==> src/bsf_pkg.sv <==
// Constants, field layout and register map of the sequencer flow-op engine
package bsf_pkg;

    // Timing
    localparam int CLK_PERIOD_NS = 5;
    localparam int US_NS         = 1000;
    localparam int CYC_PER_US    = (US_NS + CLK_PERIOD_NS - 1) / CLK_PERIOD_NS;
    localparam int PRE_W         = 8;
    localparam logic [PRE_W-1:0] PRE_LAST = PRE_W'(CYC_PER_US - 1);

    // Instruction word layout
    localparam int OPC_MSB   = 14;
    localparam int OPC_LSB   = 10;
    localparam int CC_SENSE  = 4;
    localparam int CC_SEL_MSB = 3;
    localparam int IRQ_PAT_W = 4;
    localparam int WORD_W    = 16;

    // Op codes
    localparam logic [4:0] OP_CALL    = 5'h03;
    localparam logic [4:0] OP_RETURN  = 5'h04;
    localparam logic [4:0] OP_IRQ     = 5'h06;
    localparam logic [4:0] OP_STOP    = 5'h07;
    localparam logic [4:0] OP_PAUSE   = 5'h08;
    localparam logic [4:0] OP_FRWAIT  = 5'h09;
    localparam logic [4:0] OP_FRCMP   = 5'h0A;
    localparam logic [4:0] OP_MSGCMP  = 5'h0B;
    localparam logic [4:0] OP_FLAGUPD = 5'h0C;

    // Instruction memory and call stack
    localparam int RAM_DEPTH   = 64;
    localparam int PTR_W       = 6;
    localparam int STACK_DEPTH = 4;
    localparam int DEPTH_W     = 3;
    localparam logic [PTR_W-1:0] PTR_STEP = 6'h02;

    // Register map (byte addresses)
    localparam int ADDR_W = 9;
    localparam logic [ADDR_W-1:0] OFF_CTRL     = 9'h000;
    localparam logic [ADDR_W-1:0] OFF_STATUS   = 9'h004;
    localparam logic [ADDR_W-1:0] OFF_INT_STAT = 9'h008;
    localparam logic [ADDR_W-1:0] OFF_INT_MASK = 9'h00C;
    localparam logic [ADDR_W-1:0] OFF_GPFLAGS  = 9'h010;
    localparam logic [ADDR_W-1:0] OFF_START    = 9'h014;
    localparam logic [ADDR_W-1:0] RAM_BASE     = 9'h100;

    // Interrupt status layout
    localparam int INT_W        = 6;
    localparam int INT_STACK    = 0;
    localparam int INT_STOP     = 1;
    localparam int INT_SEQ_LSB  = 2;
    localparam logic [INT_W-1:0]  INT_MASK_RST = 6'h00;
    localparam logic [PTR_W-1:0]  START_RST    = 6'h00;

    // Status register layout
    localparam int ST_RUN    = 0;
    localparam int ST_STOP   = 1;
    localparam int ST_WAIT   = 2;
    localparam int ST_DEPTH  = 4;
    localparam int ST_PTR    = 8;

    typedef enum logic [2:0] {
        S_IDLE,
        S_FETCH_OP,
        S_FETCH_PRM,
        S_EXEC,
        S_DELAY,
        S_FRWAIT
    } bsf_state_t;

endpackage

==> src/bsf_sequencer.sv <==
// Sequencer flow-control, interrupt, timing and flag instructions with AHB-Lite register access
//
// Overview of operation
// - Instruction is op word plus parameter; op word has op code and condition field.
// - False condition: do nothing, step pointer to next op/parameter pair.
// - Call pushes next op address and jumps to parameter address.
// - Call stack holds at most four return addresses.
// - Return pops stack top and resumes there; parameter ignored.
// - Interrupt request uses only parameter low four bits as pattern.
// - Pattern bits set sequencer interrupt bits 5..2 of interrupt status.
// - All-zero pattern sets no bit and raises no interrupt.
// - Stop halts execution until host issues a new start.
// - Pause waits parameter microseconds before next fetch; none when false.
// - Pause is timed by the time-to-next-message timer.
// - Frame wait stalls until frame time counter is zero.
// - Frame compare always runs, updates less-than and equal flags.
// - Message compare always runs, compares against frame time counter.
// - Only flags 0 and 1 change by compares: less-than and equal.
// - Flag update always runs; flag n uses parameter bits n and n+8.
// - Control 00 keeps flag, 01 sets it, 10 clears it.
//
// The AHB-Lite register port and the placing of the registers were left to the implementer.
`timescale 1ns/100ps
module bsf_sequencer (
    // Clock, reset, enable
    input  wire logic                       clk,
    input  wire logic                       rst_n,
    input  wire logic                       ce,
    // AHB-Lite slave
    input  wire logic                       hsel,
    input  wire logic [31:0]                haddr,
    input  wire logic [1:0]                 htrans,
    input  wire logic                       hwrite,
    input  wire logic [2:0]                 hsize,
    input  wire logic [31:0]                hwdata,
    input  wire logic                       hready,
    output logic                            hreadyout,
    output logic                            hresp,
    output logic [31:0]                     hrdata,
    // Rest of the unit
    input  wire logic [bsf_pkg::WORD_W-1:0] frame_time_i,
    input  wire logic [7:0]                 msg_cond_i,
    // Interrupt
    output logic                            irq
);
    import bsf_pkg::*;

    bsf_state_t              state_q;
    logic [WORD_W-1:0]       ram_q [RAM_DEPTH];
    logic [PTR_W-1:0]        ptr_q;
    logic [WORD_W-1:0]       opw_q;
    logic [WORD_W-1:0]       prm_q;
    logic [PTR_W-1:0]        stack_q [STACK_DEPTH];
    logic [DEPTH_W-1:0]      depth_q;
    logic                    stopped_q;
    logic [WORD_W-1:0]       tnm_q;
    logic [PRE_W-1:0]        pre_q;
    logic [7:0]              gp_q;
    logic [INT_W-1:0]        int_stat_q;
    logic [INT_W-1:0]        int_mask_q;
    logic [PTR_W-1:0]        start_addr_q;
    logic                    wr_q;
    logic [ADDR_W-1:0]       waddr_q;
    logic                    irq_q;
    logic [31:0]             hrdata_q;

    logic [4:0]              op;
    logic [15:0]             cc_vec;
    logic                    cond_true;
    logic                    uncond;
    logic                    take;
    logic                    in_exec;
    logic [PTR_W-1:0]        ptr_next;
    logic [PTR_W-1:0]        stack_top;
    logic                    push;
    logic                    pop;
    logic                    push_drop;
    logic                    pop_drop;
    logic                    start_pulse;
    logic                    delay_done;
    logic                    cmp_lt;
    logic                    cmp_eq;
    logic [INT_W-1:0]        int_set;
    logic [INT_W-1:0]        int_clr;
    logic                    rd_take;
    logic [ADDR_W-1:0]       raddr;

    // Per-flag two-bit control: 00 keep, 01 set, 10 clear, 11 invert
    function automatic logic [7:0] flag_update(input logic [7:0] cur, input logic [WORD_W-1:0] prm);
        logic [7:0] res;
        res = cur;
        for (int n = 0; n < 8; n++) begin
            unique case ({prm[n+8], prm[n]})
                2'b00: res[n] = cur[n];
                2'b01: res[n] = 1'b1;
                2'b10: res[n] = 1'b0;
                2'b11: res[n] = ~cur[n];
            endcase
        end
        return res;
    endfunction

    function automatic logic is_ram(input logic [ADDR_W-1:0] a);
        return a >= RAM_BASE;
    endfunction

    // Instruction decode
    assign op        = opw_q[OPC_MSB:OPC_LSB];
    assign cc_vec    = {msg_cond_i, gp_q};
    assign cond_true = cc_vec[opw_q[CC_SEL_MSB:0]] == opw_q[CC_SENSE];
    assign uncond    = (op == OP_FRCMP) || (op == OP_MSGCMP) || (op == OP_FLAGUPD);
    assign take      = uncond || cond_true;
    assign in_exec   = (state_q == S_EXEC);
    assign ptr_next  = ptr_q + PTR_STEP;
    assign stack_top = stack_q[2'(depth_q - 3'd1)];
    assign push      = in_exec && take && (op == OP_CALL) && (depth_q < 3'(STACK_DEPTH));
    assign push_drop = in_exec && take && (op == OP_CALL) && (depth_q == 3'(STACK_DEPTH));
    assign pop       = in_exec && take && (op == OP_RETURN) && (depth_q != 3'd0);
    assign pop_drop  = in_exec && take && (op == OP_RETURN) && (depth_q == 3'd0);
    assign delay_done = (tnm_q == 16'h0000);
    assign cmp_lt    = prm_q < frame_time_i;
    assign cmp_eq    = prm_q == frame_time_i;

    // Bus side decode
    assign start_pulse = wr_q && (waddr_q == OFF_CTRL) && hwdata[0];
    assign int_clr     = (wr_q && (waddr_q == OFF_INT_STAT)) ? hwdata[INT_W-1:0] : '0;
    assign rd_take     = hsel && hready && htrans[1] && !hwrite;
    assign raddr       = haddr[ADDR_W-1:0];

    always_comb begin
        int_set = '0;
        if (in_exec && take && (op == OP_IRQ)) begin
            int_set[INT_SEQ_LSB +: IRQ_PAT_W] = prm_q[IRQ_PAT_W-1:0];
        end
        int_set[INT_STACK] = push_drop || pop_drop;
        int_set[INT_STOP]  = in_exec && take && (op == OP_STOP);
    end

    // Sequencer control
    always_ff @(posedge clk) begin
        if (!rst_n) begin
            state_q   <= S_IDLE;
            ptr_q     <= '0;
            opw_q     <= '0;
            prm_q     <= '0;
            stopped_q <= 1'b0;
        end else if (ce) begin
            if (start_pulse) begin
                state_q   <= S_FETCH_OP;
                ptr_q     <= start_addr_q;
                stopped_q <= 1'b0;
            end else begin
                unique case (state_q)
                    S_IDLE: begin
                        state_q <= S_IDLE;
                    end
                    S_FETCH_OP: begin
                        opw_q   <= ram_q[ptr_q];
                        state_q <= S_FETCH_PRM;
                    end
                    S_FETCH_PRM: begin
                        prm_q   <= ram_q[PTR_W'(ptr_q + 6'h01)];
                        state_q <= S_EXEC;
                    end
                    S_EXEC: begin
                        state_q <= S_FETCH_OP;
                        ptr_q   <= ptr_next;
                        if (take) begin
                            unique case (op)
                                OP_CALL: ptr_q <= prm_q[PTR_W-1:0];
                                OP_RETURN: ptr_q <= pop ? stack_top : ptr_next;
                                OP_STOP: begin
                                    state_q   <= S_IDLE;
                                    stopped_q <= 1'b1;
                                end
                                OP_PAUSE: begin
                                    if (prm_q != 16'h0000) begin
                                        state_q <= S_DELAY;
                                        ptr_q   <= ptr_q;
                                    end
                                end
                                OP_FRWAIT: begin
                                    state_q <= S_FRWAIT;
                                    ptr_q   <= ptr_q;
                                end
                                default: ptr_q <= ptr_next;
                            endcase
                        end
                    end
                    S_DELAY: begin
                        if (delay_done) begin
                            state_q <= S_FETCH_OP;
                            ptr_q   <= ptr_next;
                        end
                    end
                    S_FRWAIT: begin
                        if (frame_time_i == 16'h0000) begin
                            state_q <= S_FETCH_OP;
                            ptr_q   <= ptr_next;
                        end
                    end
                endcase
            end
        end
    end

    // Call stack
    always_ff @(posedge clk) begin
        if (!rst_n) begin
            depth_q <= '0;
            for (int i = 0; i < STACK_DEPTH; i++) begin
                stack_q[i] <= '0;
            end
        end else if (ce) begin
            if (start_pulse) begin
                depth_q <= '0;
            end else if (push) begin
                stack_q[depth_q[1:0]] <= ptr_next;
                depth_q               <= depth_q + 3'd1;
            end else if (pop) begin
                depth_q <= depth_q - 3'd1;
            end
        end
    end

    // Time-to-next-message timer, shared by the pause instruction
    always_ff @(posedge clk) begin
        if (!rst_n) begin
            tnm_q <= '0;
            pre_q <= '0;
        end else if (ce) begin
            if (in_exec && take && (op == OP_PAUSE)) begin
                tnm_q <= prm_q;
                pre_q <= '0;
            end else if ((state_q == S_DELAY) && !delay_done) begin
                if (pre_q == PRE_LAST) begin
                    pre_q <= '0;
                    tnm_q <= tnm_q - 16'h0001;
                end else begin
                    pre_q <= pre_q + 8'h01;
                end
            end
        end
    end

    // General-purpose condition flags
    always_ff @(posedge clk) begin
        if (!rst_n) begin
            gp_q <= '0;
        end else if (ce && in_exec) begin
            unique case (op)
                OP_FRCMP, OP_MSGCMP: begin
                    gp_q[0] <= cmp_lt;
                    gp_q[1] <= cmp_eq;
                end
                OP_FLAGUPD: gp_q <= flag_update(gp_q, prm_q);
                default: gp_q <= gp_q;
            endcase
        end
    end

    // Interrupt status, mask and output; a set wins over a clear
    always_ff @(posedge clk) begin
        if (!rst_n) begin
            int_stat_q <= '0;
            irq_q      <= 1'b0;
        end else if (ce) begin
            int_stat_q <= (int_stat_q & ~int_clr) | int_set;
            irq_q      <= |(int_stat_q & int_mask_q);
        end
    end

    // Host registers and bus address phase
    always_ff @(posedge clk) begin
        if (!rst_n) begin
            wr_q         <= 1'b0;
            waddr_q      <= '0;
            int_mask_q   <= INT_MASK_RST;
            start_addr_q <= START_RST;
            hrdata_q     <= '0;
        end else if (ce) begin
            wr_q    <= hsel && hready && htrans[1] && hwrite;
            waddr_q <= raddr;
            if (wr_q && (waddr_q == OFF_INT_MASK)) begin
                int_mask_q <= hwdata[INT_W-1:0];
            end
            if (wr_q && (waddr_q == OFF_START)) begin
                start_addr_q <= hwdata[PTR_W-1:0];
            end
            if (rd_take) begin
                hrdata_q <= '0;
                if (is_ram(raddr)) begin
                    hrdata_q[WORD_W-1:0] <= ram_q[raddr[PTR_W+1:2]];
                end else begin
                    unique case (raddr)
                        OFF_STATUS: begin
                            hrdata_q[ST_RUN]               <= (state_q != S_IDLE);
                            hrdata_q[ST_STOP]              <= stopped_q;
                            hrdata_q[ST_WAIT]              <= (state_q == S_DELAY) || (state_q == S_FRWAIT);
                            hrdata_q[ST_DEPTH +: DEPTH_W]  <= depth_q;
                            hrdata_q[ST_PTR +: PTR_W]      <= ptr_q;
                        end
                        OFF_INT_STAT: hrdata_q[INT_W-1:0] <= int_stat_q;
                        OFF_INT_MASK: hrdata_q[INT_W-1:0] <= int_mask_q;
                        OFF_GPFLAGS:  hrdata_q[7:0]       <= gp_q;
                        OFF_START:    hrdata_q[PTR_W-1:0] <= start_addr_q;
                        default:      hrdata_q            <= '0;
                    endcase
                end
            end
        end
    end

    // Instruction list memory, written by the host only
    always_ff @(posedge clk) begin
        if (ce && wr_q && is_ram(waddr_q)) begin
            ram_q[waddr_q[PTR_W+1:2]] <= hwdata[WORD_W-1:0];
        end
    end

    assign hreadyout = 1'b1;
    assign hresp     = 1'b0;
    assign hrdata    = hrdata_q;
    assign irq       = irq_q;
endmodule

==> config.mk <==
export PLATFORM = sky130hd
export DESIGN_NAME = bsf_sequencer
export DESIGN_NICKNAME = d
export VERILOG_FILES = /design/src/bsf_pkg.sv /design/src/bsf_sequencer.sv
export SDC_FILE = /design/constraint.sdc
export NUM_CORES = 2
export LEC_CHECK = 0
export BUFFER_PORTS_ARGS = -buffer_cell sky130_fd_sc_hd__buf_2
export CAP_MARGIN = 20
export CELL_PAD_IN_SITES_DETAIL_PLACEMENT = 0
export CELL_PAD_IN_SITES_GLOBAL_PLACEMENT = 1
export CORE_UTILIZATION = 50
export CTS_CLUSTER_SIZE = 16
export DETAILED_ROUTE_END_ITERATION = 10
export PLACE_DENSITY = 0.72
export SETUP_SLACK_MARGIN = 0.5
export SLEW_MARGIN = 5
export SYNTH_ARGS = -nofsm -noshare
export SYNTH_HDL_FRONTEND = slang
export SYNTH_SLANG_ARGS = --single-unit
==> constraint.sdc <==
create_clock -name clk -period 5.9 [get_ports clk]
set_input_delay 0.295 -clock clk [delete_from_list [all_inputs] [get_ports clk]]
set_output_delay 0.295 -clock clk [all_outputs]
set_load 0.005 [all_outputs]
==> Word-level counts from Yosys, hierarchy flattened <==
Memories as Yosys holds them, arrays and structs flattened. A register that Yosys moved wholly into a read port is not among the register bits.
Cells that the tools add are included.
{ "word_totals": {"reg_bits": 90, "ram_bits": 1048, "input_bits": 99, "elab_cells": 246, "memories": 2} }
{ "op_classes": {"n_addsub": 6, "n_lt_le_gt_ge": 5, "n_eq_ne": 56, "n_mux": 59, "bitwise_logic": 19, "n_reduce_logical": 78} }
{ "memory_table": {"columns": ["name", "depth", "width", "rd", "rd_ports_with_merged_regs", "write_ports", "line", "source"], "rows": [
  ["ram_q", 64, 16, 3, 2, 1, "bsf_sequencer.sv:49", "logic [WORD_W-1:0] ram_q [RAM_DEPTH];"],
  ["stack_q", 4, 6, 1, 0, 4, "bsf_sequencer.sv:53", "logic [PTR_W-1:0] stack_q [STACK_DEPTH];"]
]} }
{ "ops": {"columns": ["op", "count"], "rows": [
  ["$mux W16", 4],
  ["$mux W6", 9],
  ["$eq A9 B4 Y1 const B", 4],
  ["$reduce_and A3 Y1", 12],
  ["$eq A2 B2 Y1 const B", 16],
  ["$logic_not A16 Y1", 2],
  ["$eq A9 B5 Y1 const B", 3],
  ["$eq A5 B4 Y1 const B", 5],
  ["$mux W3", 8],
  ["$mux W8", 3],
  ["$pmux W1 S3", 8],
  ["$pmux W6 S4", 1],
  ["$logic_and A1 B1 Y1", 23],
  ["$ge A9 B9 Y1 const B", 2],
  ["$pmux W3 S6", 1],
  ["$pmux W6 S3", 1],
  ["$eq A16 B16 Y1", 1],
  ["$eq A2 B1 Y1 const B", 8],
  ["$logic_not A2 Y1", 8],
  ["$lt A16 B16 Y1", 1],
  ["$reduce_bool A16 Y1", 1],
  ["$sub A16 B1 Y16 const B", 1],
  ["$eq A5 B3 Y1 const B", 3],
  ["$mux W1", 15],
  ["other kinds (43)", 83]
]} }

==> Longest topological paths before layout <==
{ "depth": {"ltp_word": 14, "ltp_mapped": 12} }

==> Worst setup path after synthesis <==
Ideal clock, no wire load.
{ "synth_timing": {"kind": "reg2reg", "startpoint": "register ptr_q[1]", "endpoint": "register prm_q[15], read port of ram_q", "t_arrival_ns": 2.950, "t_required_ns": 5.783, "path_slack_ns": 2.833, "stages_incl_launch_ff": 11, "path_buffers": 4, "period_less_slack_ns": 3.067, "path_cell_list": "dfxtp_1 > ha_1 > clkbuf_1 > clkbuf_1 > clkbuf_1 > clkbuf_1 > mux4_2 > mux4_2 > nand2_1 > nand3_1 > a32o_1"} }
{ "synth_between": {"elab_chain_cells": 1} }
{ "synth_rtl": {"columns": ["item", "line", "source"], "rows": [
  ["from (decl)", "bsf_sequencer.sv:50", "logic [PTR_W-1:0] ptr_q;"],
  ["from (signal assigned)", "bsf_sequencer.sv:150", "ptr_q <= start_addr_q;"],
  ["from (signal assigned)", "bsf_sequencer.sv:167", "ptr_q <= ptr_next;"],
  ["from (signal assigned)", "bsf_sequencer.sv:170", "OP_CALL: ptr_q <= prm_q[PTR_W-1:0];"],
  ["$add A6 B1 Y6", "bsf_sequencer.sv:162", "prm_q <= ram_q[PTR_W'(ptr_q + 6'h01)];"],
  ["to (decl)", "bsf_sequencer.sv:52", "logic [WORD_W-1:0] prm_q;"]
]} }
Every way passes these cells.
A chain may end at the register's enable or synchronous reset.

==> Worst setup path in the final report <==
{ "layout_timing": {"startpoint": "register ptr_q[0]", "endpoint": "register prm_q[7], read port of ram_q"} }
The elaborated chain is that of the path after synthesis.

==> results_dict.tcl <==
set metrics [dict create \
    routedWlPerCell_um 37.9 \
    setup_viol 0 \
    power.leakage_nw 20.5 \
    grt_pass1_wl_um 272000 \
    r2r_end "prm_q[7]$_SDFFE_PN0P_" \
    period_minus_slack_ns 4.23 \
    syn_area_um2 59700 \
    ys_types 72 \
    grtUsageTotal_pct 32.1 \
    htree_num_levels 3 \
    cts_buffers 120 \
    core_um2 118000 \
    grt-ovfl-total 0 \
    synth_area_per_cell_um2 17.7 \
    max-vdd-ir-drop_v 0.000224 \
    layout_setup_ws_ns 1.67 \
    endpoint_kind "flop" \
    cap_violations 0 \
    drt_iter0_markers 5454 \
    ff2ff_setup_slack_ns 1.67 \
    synthMuxAreaShare_pct 31.9 \
    crit_path_max_incr_delay_ns 0.82 \
    synthSimpleGateAreaFrac_pct 4.31 \
    hold_end "ram_q[38][11]$_DFFE_PP_" \
    start_util_pct 50.5 \
    final_hold_viol_count 0 \
    synth-seq-cells 1164 \
    synth_top_family_by_area "multiplexers" \
    dr.pass1.iters 7 \
    antenna_found_initial 8 \
    routabilityCongestion 0.927 \
    ys.warnings.count 0 \
    critical-path-slowest-cell "ha_4" \
    grt_max_degree 111 \
    grt_pass1_vias 37000 \
    ant_nets 0 \
    hold_path.class "in2reg" \
    vias 37100 \
    rsz0062_at_grt "false" \
    ys_top_cells_by_count "edfxtp_1, mux4_2, nor2_1" \
    critPathRequiredTime_ns 6.51 \
    die_x_um 347 \
    dieArea_um2 121000 \
    post-route-period-util_pct 71.7 \
    area_growth_pct 11.3 \
    hold_start "hwdata[11]" \
    reg2reg_from "ptr_q[0]$_SDFFE_PN0P_" \
    synth_top_area_cell "edfxtp_1" \
    portBuffers 72 \
    outcome "completed" \
    startpoint_type "flop" \
    ys_seq_area_share_pct 56.6 \
    synth_compound_area_share_pct 4.04 \
    fillers 8914 \
    crit_family "multiplexers" \
    synth_top_area_share_pct 52.8 \
    clock-sinks 1164 \
    cts_tree "built" \
    setup_tns_ns 0 \
    crit_type "reg2reg" \
    viasPerCell 7.30 \
    ys_top_cells_by_area "edfxtp_1, mux4_2, dfxtp_1, mux2i_1, nor2_1" \
    cts_buffer_depth 3 \
    synthAdderAreaFrac_pct 0.482 \
    clk_latency_ns 0.73 \
    worstPathArrival_ns 4.84 \
    dp_worst_setup_slack_ns 1.73 \
    power_density_nw_per_um2 265 \
    maxSlewHeadroom_pct 25.1 \
    drive_gt1_share_pct 35.9 \
    min_path_cells 1 \
    syn_inst 3370 \
    rows 126 \
    hpwl_um 117000 \
    critical_path.most_common_cell "mux4_2" \
    max_freq_mhz 237 \
    drt_wl_total_um 193000 \
    crit_fanout 35 \
    finClkSkew_ns 0.0259 \
    drcViolationCount 0 \
    ios 134 \
    path_buf_inv 1 \
    yosysMostFrequentCell "edfxtp_1" \
    worstMarginPinSlew_ns 1.11 \
    async_flop_share_pct 0 \
    clk_pin_slew_ns 0.06 \
    synth_edf_count 1048 \
    final_core_util_pct 56.1 \
    rr_worst_depth 7 \
    cp_cell_sequence "ha_4 -> buf_12 -> mux4_2 -> mux4_2 -> nand2_1 -> nand3_1 -> a32o_1" \
    synth-xor-area-share_pct 0.235 \
    nNetsFinal 3558 \
    drv_slew 0 \
    ys.flop_type "edfxtp_1" \
    cts-root-buf "clkbuf_16" \
    cts.repair.resized 0 \
    path_depth 7 \
    die_height_um 347 \
]
==> timing repair <==
| action | in CTS | in global routing |
|---|---|---|
| hold endpoints to repair | 7 | 31 |
| setup buffers | 0 | 0 |
| hold buffers | 4 | 2 |
==> power breakdown <==
part / internal (mW) / switching, mW
clock network: 4.34 / 3.24
logic: 0.385 / 0.598
registers: 8.99 / 0.0318
total: 13.7 / 3.87
==> cell usage in the layout (no fill, tap or decap), types with 39 or more instances in the layout <==
master        n
a21oi_1      77
buf_2        68
buf_4       116
clkbuf_16   126
dfxtp_1     112
edfxtp_1   1048
mux2i_1     142
mux4_2      777
nand2_1     159
nand3_1      39
nor2_1      147
nor2_2       52
o21ai_0      71
o221ai_1     41
==> metrics by stage <==
stage / power, mW / std cells / hold slack [ns] / cell area [um^2]
after floorplan: 9.73 / 3386 / 0.394 / 59700
after global placement: 10.1 / 4837 / 0.442 / 62300
after detailed placement: 10.2 / 4837 / 0.456 / 62300
after CTS: 17.6 / 5068 / 0.0822 / 66200
after global routing: 18.0 / 5078 / 0.0191 / 66400
final: 17.6 / 5079 / 0.0236 / 66400
==> sequential cells by signal, indices dropped and copies added (netlist names), 9 cells and up <==
| signal | flops |
|---|---|
| waddr_q | 9 |
| prm_q | 16 |
| hrdata | 16 |
| opw_q | 10 |
| ram_q | 1024 |
| stack_q | 24 |
| tnm_q | 16 |
==> kinds of logic (layout without fill, tap and decap cells) <==
group                    count (synthesis)  after routing
multiplexers                           929            929
buffers and inverters                  323            478
AO/OA/AOI/OAI                          351            351
AND/OR/NAND/NOR                        562            562
flip-flops                            1164           1164
adder cells (fa/ha/maj)                 23             23
XOR/XNOR                                16             16
other                                    2             20
==> layout make-up <==
class | count | area (um^2) | area share (%)
Inverter | 34 | 128 | 0.192
Timing Repair Buffer | 217 | 1790 | 2.70
Multi-Input combinational cell | 1899 | 24800 | 37.4
Clock buffer | 157 | 3290 | 4.95
Clock inverter | 70 | 611 | 0.920
Antenna cell | 2 | 5.00 | 0.00754
Tap cell | 1536 | 1920 | 2.89
Sequential cell | 1164 | 33800 | 50.9
==> routing by layer <==
layer	share of wire (%)	track usage (%)	routed length, um
met5	0.055	0	106
met4	5.1	15.4	9810
met3	12	9.36	23100
met2	47	50.3	90900
met1	36	41.3	68700
==> worst max-delay path by stage <==
stage / start / to / slack (ns)
floorplan: ptr_q[1]$_SDFFE_PN0P_ / prm_q[15]$_SDFFE_PN0P_ / 2.83
global placement: ptr_q[0]$_SDFFE_PN0P_ / prm_q[6]$_SDFFE_PN0P_ / 1.75
detailed placement: ptr_q[0]$_SDFFE_PN0P_ / prm_q[6]$_SDFFE_PN0P_ / 1.73
CTS: ptr_q[0]$_SDFFE_PN0P_ / prm_q[6]$_SDFFE_PN0P_ / 1.70
global route: ptr_q[0]$_SDFFE_PN0P_ / prm_q[9]$_SDFFE_PN0P_ / 1.58
finish: ptr_q[0]$_SDFFE_PN0P_ / prm_q[7]$_SDFFE_PN0P_ / 1.67
Power figures use the tool's default switching activity.
